`src/toc_pkg.sv`:
```
// package of constants and carrier types for the tia offset/gain correction
package toc_pkg;

	// ------------------------------------------------------------
	// register map (byte addresses)
	// ------------------------------------------------------------
	localparam logic [15:0] ADDR_LOCK      = 16'h2230; // calibration_lock_key
	localparam logic [15:0] ADDR_HS_OFFSET = 16'h2234; // hs_tia_offset_cal
	localparam logic [15:0] ADDR_HS_GAIN   = 16'h2284; // hs_tia_gain_cal
	localparam logic [15:0] ADDR_LP_OFFSET = 16'h2288; // lp_tia_offset_cal
	localparam logic [15:0] ADDR_LP_GAIN   = 16'h228C; // lp_tia_gain_cal

	// ------------------------------------------------------------
	// field layout and reset values
	// ------------------------------------------------------------
	localparam int          CAL_W        = 15;           // value field width
	localparam logic [31:0] UNLOCK_KEY   = 32'hDE87A5AF; // unlock key
	localparam logic [14:0] OFFSET_RST   = 15'h0000;     // no correction
	localparam logic [14:0] GAIN_RST     = 15'h4000;     // unity gain
	localparam logic [14:0] GAIN_ILLEGAL = 15'h0000;     // forces zero
	localparam int          GAIN_FRAC    = 14;           // gain fraction bits
	localparam int          OFS_FRAC     = 2;            // offset fraction bits
	localparam logic [15:0] RES_MAX      = 16'h7FFF;     // saturate high
	localparam logic [15:0] RES_MIN      = 16'h8000;     // saturate low

	// ------------------------------------------------------------
	// carrier types
	// ------------------------------------------------------------
	typedef enum logic [0:0] {
		TOC_CH_LP = 1'b0, // low power tia
		TOC_CH_HS = 1'b1  // high speed tia
	} toc_chan_t;

	typedef struct packed {
		logic [14:0] offset; // twos complement quarter-lsb
		logic [14:0] gain;   // unsigned, unity at 0x4000
	} toc_cal_t;

	typedef struct packed {
		logic        valid;  // result present
		toc_chan_t   chan;   // source channel
		logic [15:0] data;   // signed adc result word
	} toc_sample_t;

endpackage : toc_pkg

```
`src/toc_correct.sv`:
```
// offset and gain correction of tia adc results with register port
//
// Decided for this implementation: strobed register access.
`timescale 1ns/1ps
`default_nettype none

module toc_correct (
	// clock and reset
	input  wire logic                 mclk_i,
	input  wire logic                 nrst_i,
	// register port
	input  wire logic [15:0]          addr_i,
	input  wire logic [31:0]          wdata_i,
	input  wire logic                 wr_i,
	input  wire logic                 rd_i,
	output var  logic [31:0]          rdata_o,
	// raw result in
	input  wire toc_pkg::toc_sample_t raw_i,
	// corrected result out
	output var  toc_pkg::toc_sample_t adc_result_word_o
);

	// ------------------------------------------------------------
	// decode helper
	// ------------------------------------------------------------
	// one-hot map of the address onto the five registers
	function automatic logic [4:0] decode(input logic [15:0] a);
		logic [4:0] d;
		d = 5'h00;
		if (a == toc_pkg::ADDR_LOCK) begin
			d[0] = 1'b1;
		end else if (a == toc_pkg::ADDR_HS_OFFSET) begin
			d[1] = 1'b1;
		end else if (a == toc_pkg::ADDR_HS_GAIN) begin
			d[2] = 1'b1;
		end else if (a == toc_pkg::ADDR_LP_OFFSET) begin
			d[3] = 1'b1;
		end else if (a == toc_pkg::ADDR_LP_GAIN) begin
			d[4] = 1'b1;
		end
		return d;
	endfunction : decode

	// ------------------------------------------------------------
	// register state
	// ------------------------------------------------------------
	logic [31:0]       lock_key;      // last key written
	logic [31:0]       next_lock_key;
	toc_pkg::toc_cal_t cal_lp;        // low power pair
	toc_pkg::toc_cal_t next_cal_lp;
	toc_pkg::toc_cal_t cal_hs;        // high speed pair
	toc_pkg::toc_cal_t next_cal_hs;
	logic [31:0]       next_rdata;
	logic [4:0]        sel;           // decoded address
	logic              unlocked;      // key matches

	// next values of the register file
	always_comb begin
		sel           = decode(addr_i);
		unlocked      = (lock_key == toc_pkg::UNLOCK_KEY);
		next_lock_key = lock_key;
		next_cal_lp   = cal_lp;
		next_cal_hs   = cal_hs;
		next_rdata    = 32'h00000000;
		if (wr_i) begin
			// key register always writable, so software can relock
			if (sel[0]) begin
				next_lock_key = wdata_i;
			end
			// calibration writes dropped while locked
			if (unlocked) begin
				if (sel[1]) begin
					next_cal_hs.offset = wdata_i[14:0];
				end
				if (sel[2]) begin
					next_cal_hs.gain = wdata_i[14:0];
				end
				if (sel[3]) begin
					next_cal_lp.offset = wdata_i[14:0];
				end
				if (sel[4]) begin
					next_cal_lp.gain = wdata_i[14:0];
				end
			end
		end
		// read data; reserved bits 31:15 read as zero
		if (rd_i) begin
			if (sel[0]) begin
				next_rdata = lock_key;
			end else if (sel[1]) begin
				next_rdata = {17'h00000, cal_hs.offset};
			end else if (sel[2]) begin
				next_rdata = {17'h00000, cal_hs.gain};
			end else if (sel[3]) begin
				next_rdata = {17'h00000, cal_lp.offset};
			end else if (sel[4]) begin
				next_rdata = {17'h00000, cal_lp.gain};
			end
		end
	end

	// register file flops
	always_ff @(posedge mclk_i) begin
		if (!nrst_i) begin
			lock_key      <= 32'h00000000;
			cal_lp.offset <= toc_pkg::OFFSET_RST;
			cal_hs.offset <= toc_pkg::OFFSET_RST;
			cal_lp.gain   <= toc_pkg::GAIN_RST;
			cal_hs.gain   <= toc_pkg::GAIN_RST;
			rdata_o       <= 32'h00000000;
		end else begin
			lock_key <= next_lock_key;
			cal_lp   <= next_cal_lp;
			cal_hs   <= next_cal_hs;
			rdata_o  <= next_rdata;
		end
	end

	// ------------------------------------------------------------
	// correction datapath
	// ------------------------------------------------------------
	toc_pkg::toc_cal_t   pair;      // pair for this sample
	logic signed [18:0]  diff_q;    // result minus offset, quarter lsb
	logic signed [34:0]  prod;      // diff times gain
	logic signed [34:0]  scaled;    // back to result lsb
	toc_pkg::toc_sample_t next_out;

	// one-cycle pipeline: select, subtract, multiply, saturate
	always_comb begin
		// pick the pair of the converted channel
		pair = (raw_i.chan == toc_pkg::TOC_CH_HS) ? cal_hs : cal_lp;
		// result shifted up two bits so offset lsb is a quarter
		diff_q = {{1{raw_i.data[15]}}, raw_i.data, 2'b00}
			- {{4{pair.offset[14]}}, pair.offset};
		// unsigned gain, 14 fraction bits: linear, step 2^-14
		prod = 35'(diff_q) * $signed({1'b0, pair.gain});
		// drop gain fraction and the two offset fraction bits
		scaled = prod >>> (toc_pkg::GAIN_FRAC + toc_pkg::OFS_FRAC);
		next_out       = raw_i;
		next_out.valid = raw_i.valid;
		if (pair.gain == toc_pkg::GAIN_ILLEGAL) begin
			next_out.data = 16'h0000;
		end else if (scaled > 35'sd32767) begin
			next_out.data = toc_pkg::RES_MAX;
		end else if (scaled < -35'sd32768) begin
			next_out.data = toc_pkg::RES_MIN;
		end else begin
			next_out.data = scaled[15:0];
		end
	end

	// output flops
	always_ff @(posedge mclk_i) begin
		if (!nrst_i) begin
			adc_result_word_o <= '0;
		end else begin
			adc_result_word_o <= next_out;
		end
	end

endmodule : toc_correct

`default_nettype wire

```
`config.mk`:
```
export PLATFORM = sky130hd
export DESIGN_NAME = toc_correct
export DESIGN_NICKNAME = d
export VERILOG_FILES = /design/src/toc_pkg.sv /design/src/toc_correct.sv
export SDC_FILE = /design/constraint.sdc
export NUM_CORES = 1
export LEC_CHECK = 0
export BUFFER_PORTS_ARGS = -buffer_cell sky130_fd_sc_hd__buf_2
export CAP_MARGIN = 20
export CORE_MARGIN = 1
export CORE_UTILIZATION = 45
export DETAILED_ROUTE_END_ITERATION = 8
export HOLD_SLACK_MARGIN = 0.03
export PLACE_DENSITY = 0.67
export SLEW_MARGIN = 20
export SYNTH_ARGS = -nofsm -noshare
export SYNTH_HDL_FRONTEND = slang
export SYNTH_SLANG_ARGS = --single-unit
```
`constraint.sdc`:
```
create_clock -name mclk_i -period 11.2 [get_ports mclk_i]
set_clock_uncertainty 0.15 [all_clocks]
set_input_delay 2.24 -clock mclk_i [delete_from_list [all_inputs] [get_ports mclk_i]]
set_output_delay 2.24 -clock mclk_i [all_outputs]
set_load 0.1 [all_outputs]
```
=== Word-level counts from Yosys, hierarchy flattened ===
Index checks and enable logic that the tools add are counted.

* Multipliers: 1
* Add/subtract/negate cells: 1
* $lt $le $gt $ge: 2
* Bitwise gates (word level): 1
* Div/mod/pow operators: 0
* Shift-type cells: 0
* Multiplexer cells: 17
* Eq/ne operators: 6
* Reductions and logical operators: 9

{| class="wikitable"
|+ Operators by type and width
! kind !! count
|-
| $eq A16 B14 Y1 const B || 5
|-
| $mux W15 || 5
|-
| $mul A19 B16 Y35 || 1
|-
| $eq A32 B32 Y1 const B || 1
|-
| $mux W32 || 1
|-
| $mux W30 || 1
|-
| $gt A19 B16 Y1 const B || 1
|-
| $lt A19 B16 Y1 const B || 1
|-
| $sub A18 B15 Y19 || 1
|-
| $mux W16 || 1
|-
| $logic_not A15 Y1 || 1
|-
| $reduce_and A3 Y1 || 4
|-
| $mux W1 || 6
|-
| $mux W4 || 1
|-
| $reduce_and A2 Y1 || 2
|-
| $mux W3 || 1
|-
| $reduce_or A3 Y1 || 1
|-
| $mux W2 || 1
|-
| $reduce_or A2 Y1 || 1
|-
| $not A1 Y1 || 1
|}

* Bits in read-only memories: 0
* Bits in latches: 0
* Input bits: 70
* Output and inout port bits: 50
* Register bits: 142
* Memory bits (writable): 0
* Memories kept: 0

=== Logic depth before layout (Yosys ltp) ===
* Depth after elaboration: 11
* Depth in mapped cells: 40
* Depth with buffers taken out: 33

=== Worst setup path before layout ===
OpenSTA, ideal clock, no wires.

* Path type: input to register
* Start: input port raw_i[16] in the netlist's numbering
* End: register adc_result_word_o[10] in the netlist's numbering
* Required time: 10.936 ns
* Stages on the path: 37
* Buffers on the path: 9
* Setup time: 0.114 ns
* Slack: -0.838 ns
* Data arrival time: 11.774 ns
* Cells stage by stage: buf_4 -> buf_2 -> buf_1 -> clkbuf_1 -> buf_1 -> mux2i_1 -> ha_1 -> a21o_1 -> a21o_1 -> o21ai_0 -> o21ai_0 -> a31oi_1 -> clkbuf_1 -> nand2_1 -> fa_1 -> inv_1 -> fa_1 -> clkbuf_1 -> xnor2_1 -> xnor2_1 -> fa_1 -> fa_1 -> inv_1 -> fa_1 -> inv_1 -> ha_1 -> clkbuf_1 -> a21oi_1 -> o21ai_1 -> a221o_1 -> a221oi_1 -> o21ai_1 -> xnor2_1 -> nor4_1 -> nor3_2 -> buf_2 -> a21o_1

* Longest elaborated chain between the ends: 6
* Elaborated cells on any way between the ends: 9
* Classes of those cells: 1 x add/sub; 1 x mul; 2 x order compare; 3 x mux; 2 x reduce/logical

{| class="wikitable"
|+ Ends and longest elaborated chain
! item !! RTL line !! RTL
|-
| start: declaration || toc_correct.sv:18 || <nowiki>input wire toc_pkg::toc_sample_t raw_i,</nowiki>
|-
| $mux W30 * || toc_correct.sv:131 || <nowiki>pair = (raw_i.chan == toc_pkg::TOC_CH_HS) ? cal_hs : cal_lp;</nowiki>
|-
| $sub A18 B15 Y19 || toc_correct.sv:134 || <nowiki>- {{4{pair.offset[14]}}, pair.offset};</nowiki>
|-
| $mul A19 B16 Y35 || toc_correct.sv:136 || <nowiki>prod = 35'(diff_q) * $signed({1'b0, pair.gain});</nowiki>
|-
| $lt A19 B16 Y1 || toc_correct.sv:145 || <nowiki>end else if (scaled < -35'sd32768) begin</nowiki>
|-
| $mux W16 || toc_correct.sv:145 ||
|-
| $mux W15 || toc_correct.sv:143 || <nowiki>end else if (scaled > 35'sd32767) begin</nowiki>
|-
| end signal: assignment || toc_correct.sv:157 || <nowiki>adc_result_word_o <= next_out;</nowiki>
|-
| end: declaration || toc_correct.sv:20 || <nowiki>output var toc_pkg::toc_sample_t adc_result_word_o</nowiki>
|}

Every way passes the cells marked *; elsewhere a longest branch is shown, timed or not.
A chain may end at the register's enable or synchronous reset.

=== Worst setup path after layout ===
* Start: input port raw_i[16] in the netlist's numbering
* End: register adc_result_word_o[13] in the netlist's numbering

Same word-level chain as after synthesis.

==> results.md <==
* Hold wc startpoint: cal_lp[27]
* VDD IR-drop max at between 0.00009 and 0.0001 V
* Clock Sinks at around 140
* Worst hold path stage count at 2
* Largest family of logic cells by synthesized area: adder cells
* Worst Path Arrival at 10,950 ps
* Fmax at 92.9 MHz
* Critical-path top delay cell: fa_1
* Latest clock arrival within the worst-skew pair at about 450 ps
* Final Max Slew Viols at 0
* Die Y-Extent at approximately 200 um
* Predominant post-synthesis flop cell: dfxtp_1
* Area Overhead vs Synth at 12.0%
* DRT Pass-1 Iters at 5
* Vias in the first global route at between 15,000 and 20,000
* WL/cell at roughly 18 um
* H-tree levels at 4
* Critical setup path kind: primary input to flip-flop
* TritonCTS clock tree: yes
* GR Util All Layers at roughly a quarter
* Post-synthesis simple-gate area fraction at about 16%
* Final Cycle Share at a little over nine tenths
* CP max stage delay at about 530 ps
* CTS Buffer Depth at 2
* Cell class contributing the biggest share of worst-path delay: adder cells
* Synthesized Nets at between 2,000 and 2,500
* Flop-to-flop setup slack at between 2000 and 2500 ps
* Routed WL at just under 50 mm
* NumNets Final at roughly 2,600
* Port Buffers at 119
* Mux share of post-synthesis cell area at 6.98%
* Die area at about 40,000 sq um
* Die Width at roughly 200 um
* Vias at 14,000
* Reg-to-Reg Start: cal_lp[18]
* Max cap viols at 0
* Synth Register Bits at about 140
* Yosys warns at 0
* CP max FO at 29
* Synth Area in Adders at between 30% and 40%
* CTS buffer count at 17
* Post-Synth XOR/XNOR Area at about 3.2%
* FP Rows at just over 70
* Fin crit period at approximately 11,000 ps
* Min-Delay Path Class: flip-flop to flip-flop
* Critical Path Most Common Cell: fa_1
* Outcome: finished, final reports clean
* Hold Fails Final Rpt at 0
* Antenna fix cells at 0
* Compound-Gate Fraction of Synth Area at 9.22%
* R2R Path End: adc_result_word_o[13]
* Register area share after synthesis at between 10% and 20%
* Setup violation total in the final timing report at 0
* EDFF count, synth at 0
* First-pass GRT wire length at around 80 mm
* Power density over cell area at between 70 and 80 nW/um^2
* Max-slew headroom at between 10% and 20%
* Cts-stage hold buffer count at 0
* GR Overflow Total at 0
* Initial antenna violation count at 0
* Buf/Inv on CP at 8
* Cell Area, Synth at ~18,000 sq um
* Core box area at 38,600 sq um
* Detailed placement HPWL at approximately 39 mm
* Layout cell share with drive strength beyond 1 at roughly an eighth
* CP endpoint kind: flip-flop
* Startpoint Class: primary input
* CTS clk-pin slew, worst paths at roughly 70 ps
* Starting Density at approximately 46%
* Post-DRT Antenna Nets at 0
* Fillers at about 3,600
* Boundary Pins at 120
* Clk root buf: clkbuf_16
* Pin count of the biggest net entering global routing at 97
* Worst Hold Path EP: cal_lp[27]
* Least-Margin Pin Slew at 1200 ps
* DRC Markers at 0
* Fin util at between 50% and 60%
* Vias per cell at between 5 and 6
* Total power at ~0.0014 W
* DRT iter0 DRCs at 945
* R2R depth at 32
* CP Data Required Time at roughly 11,000 ps
* Ys async rst share at 0%
* LEAKAGE at between 9 and 10 nW
* Syn Inst Count at 1,975
* Syn_area_per_cell at 8.91 sq um
* Yosys cell types at between 70 and 80
* Global placement routability congestion at 0.940
layer usage:
| layer | share of wire, % | global-route usage, % | wire, um |
|---|---|---|---|
| met3 | 6.5 | 5.06 | 3120 |
| met2 | 48 | 43.4 | 22900 |
| met1 | 42 | 33.1 | 20000 |
| met5 | 0 | 0 | 0 |
| met4 | 4.1 | 11.1 | 1990 |
metrics by stage:
stage          TNS, ps  setup slack [ps]  area (sq um)  hold slack, ps  cells
2_1_floorplan        0              59.6         17600             288   1975
3_3_place_gp     -2020              -136         19000             300   2596
3_5_place_dp     -3650              -261         19000             313   2596
4_1_cts              0               168         19600             322   2628
5_1_grt          -16.2             -6.06         19700             337   2632
6_report             0               439         19700             322   2632
worst max-delay path by stage:
| stage | cells after the start | start | slack [ps] | end |
|---|---|---|---|---|
| 2_1_floorplan | 37 | raw_i[16] | 60 | adc_result_word_o[10] |
| 3_3_place_gp | 32 | raw_i[16] | -140 | adc_result_word_o[1] |
| 3_5_place_dp | 32 | raw_i[16] | -260 | adc_result_word_o[13] |
| 4_1_cts | 32 | raw_i[16] | 170 | adc_result_word_o[13] |
| 5_1_grt | 35 | raw_i[16] | -6 | adc_result_word_o[13] |
| 6_report | 34 | raw_i[16] | 440 | adc_result_word_o[13] |
flip-flops by register name, summed over array words and instances (netlist names):
| name | count |
|---|---|
| cal_lp | 30 |
| adc_result_word_o | 18 |
| lock_key | 32 |
| cal_hs | 30 |
| rdata_o | 32 |
tightest hold or removal path, delay by kind of cell (launching register included):
family | cells | cell delay (ps)
compound gates | 1 | 50
flops | 1 | 330
simple gates | 1 | 60
cell type report:
type / count / area, sq um / area share [%]
well taps: 518 / 648 / 3.29
inverters: 349 / 1310 / 6.64
repair buffers: 183 / 1090 / 5.52
multi-input cells: 1408 / 13200 / 67.0
flip-flops and latches: 142 / 2840 / 14.4
clock buffers: 17 / 425 / 2.16
clock inverters: 15 / 190 / 0.965
placed cells by master (no fill, tap or decap), drive strengths merged, types with 21 or more instances in the layout:
master	n
inv	355
nand2	278
fa	275
buf	183
nor2	153
dfxtp	142
ha	107
mux2i	90
nor2b	58
a21boi	45
xnor2	43
and2	38
a21oi	37
o21ai	36
a21o	28
mux2	28
xor2	21
kinds of logic (layout without fill, tap and decap cells):
family	after synthesis	count (layout)
AND/OR/NAND/NOR	610	610
buffers and inverters	425	564
adder cells (fa/ha/maj)	385	385
AO/OA/AOI/OAI	231	231
flip-flops	142	142
multiplexers	118	118
XOR/XNOR	64	64
where the power goes:
group	internal [W]	total, W	switching [W]
clock	0.000303	0.000582	0.000279
sequential	0.000513	0.000515	0.00000211
combinational	0.000109	0.000336	0.000227
Yosys cell counts (all sizes together), types with 12 or more instances:
cell    instances  share of area [%]
a21oi          37                1.1
a21o           28                1.2
nand2         278                5.9
nor2b          58                2.1
nor3           16               0.58
buf            22               0.85
inv           349                7.4
fa            275                 31
nor2          153                3.4
a22oi          15               0.64
xnor2          43                2.1
mux2i          90                5.2
and3           13               0.46
dfxtp         142                 16
a21boi         45                1.9
o22a           15               0.75
o21ai          36                1.0
nand3          14               0.40
ha            107                7.6
xor2           21                1.0
and2           38                1.4
mux2           28                1.8
clkbuf         54                1.2
nand4          12               0.43
timing repair:
| action | in CTS | in global routing |
|---|---|---|
| resized for setup | 0 | 11 |
| setup buffers | 0 | 4 |
| endpoints found under the setup margin | 0 | 15 |
No activity file was read; power rests on OpenSTA's default activity.
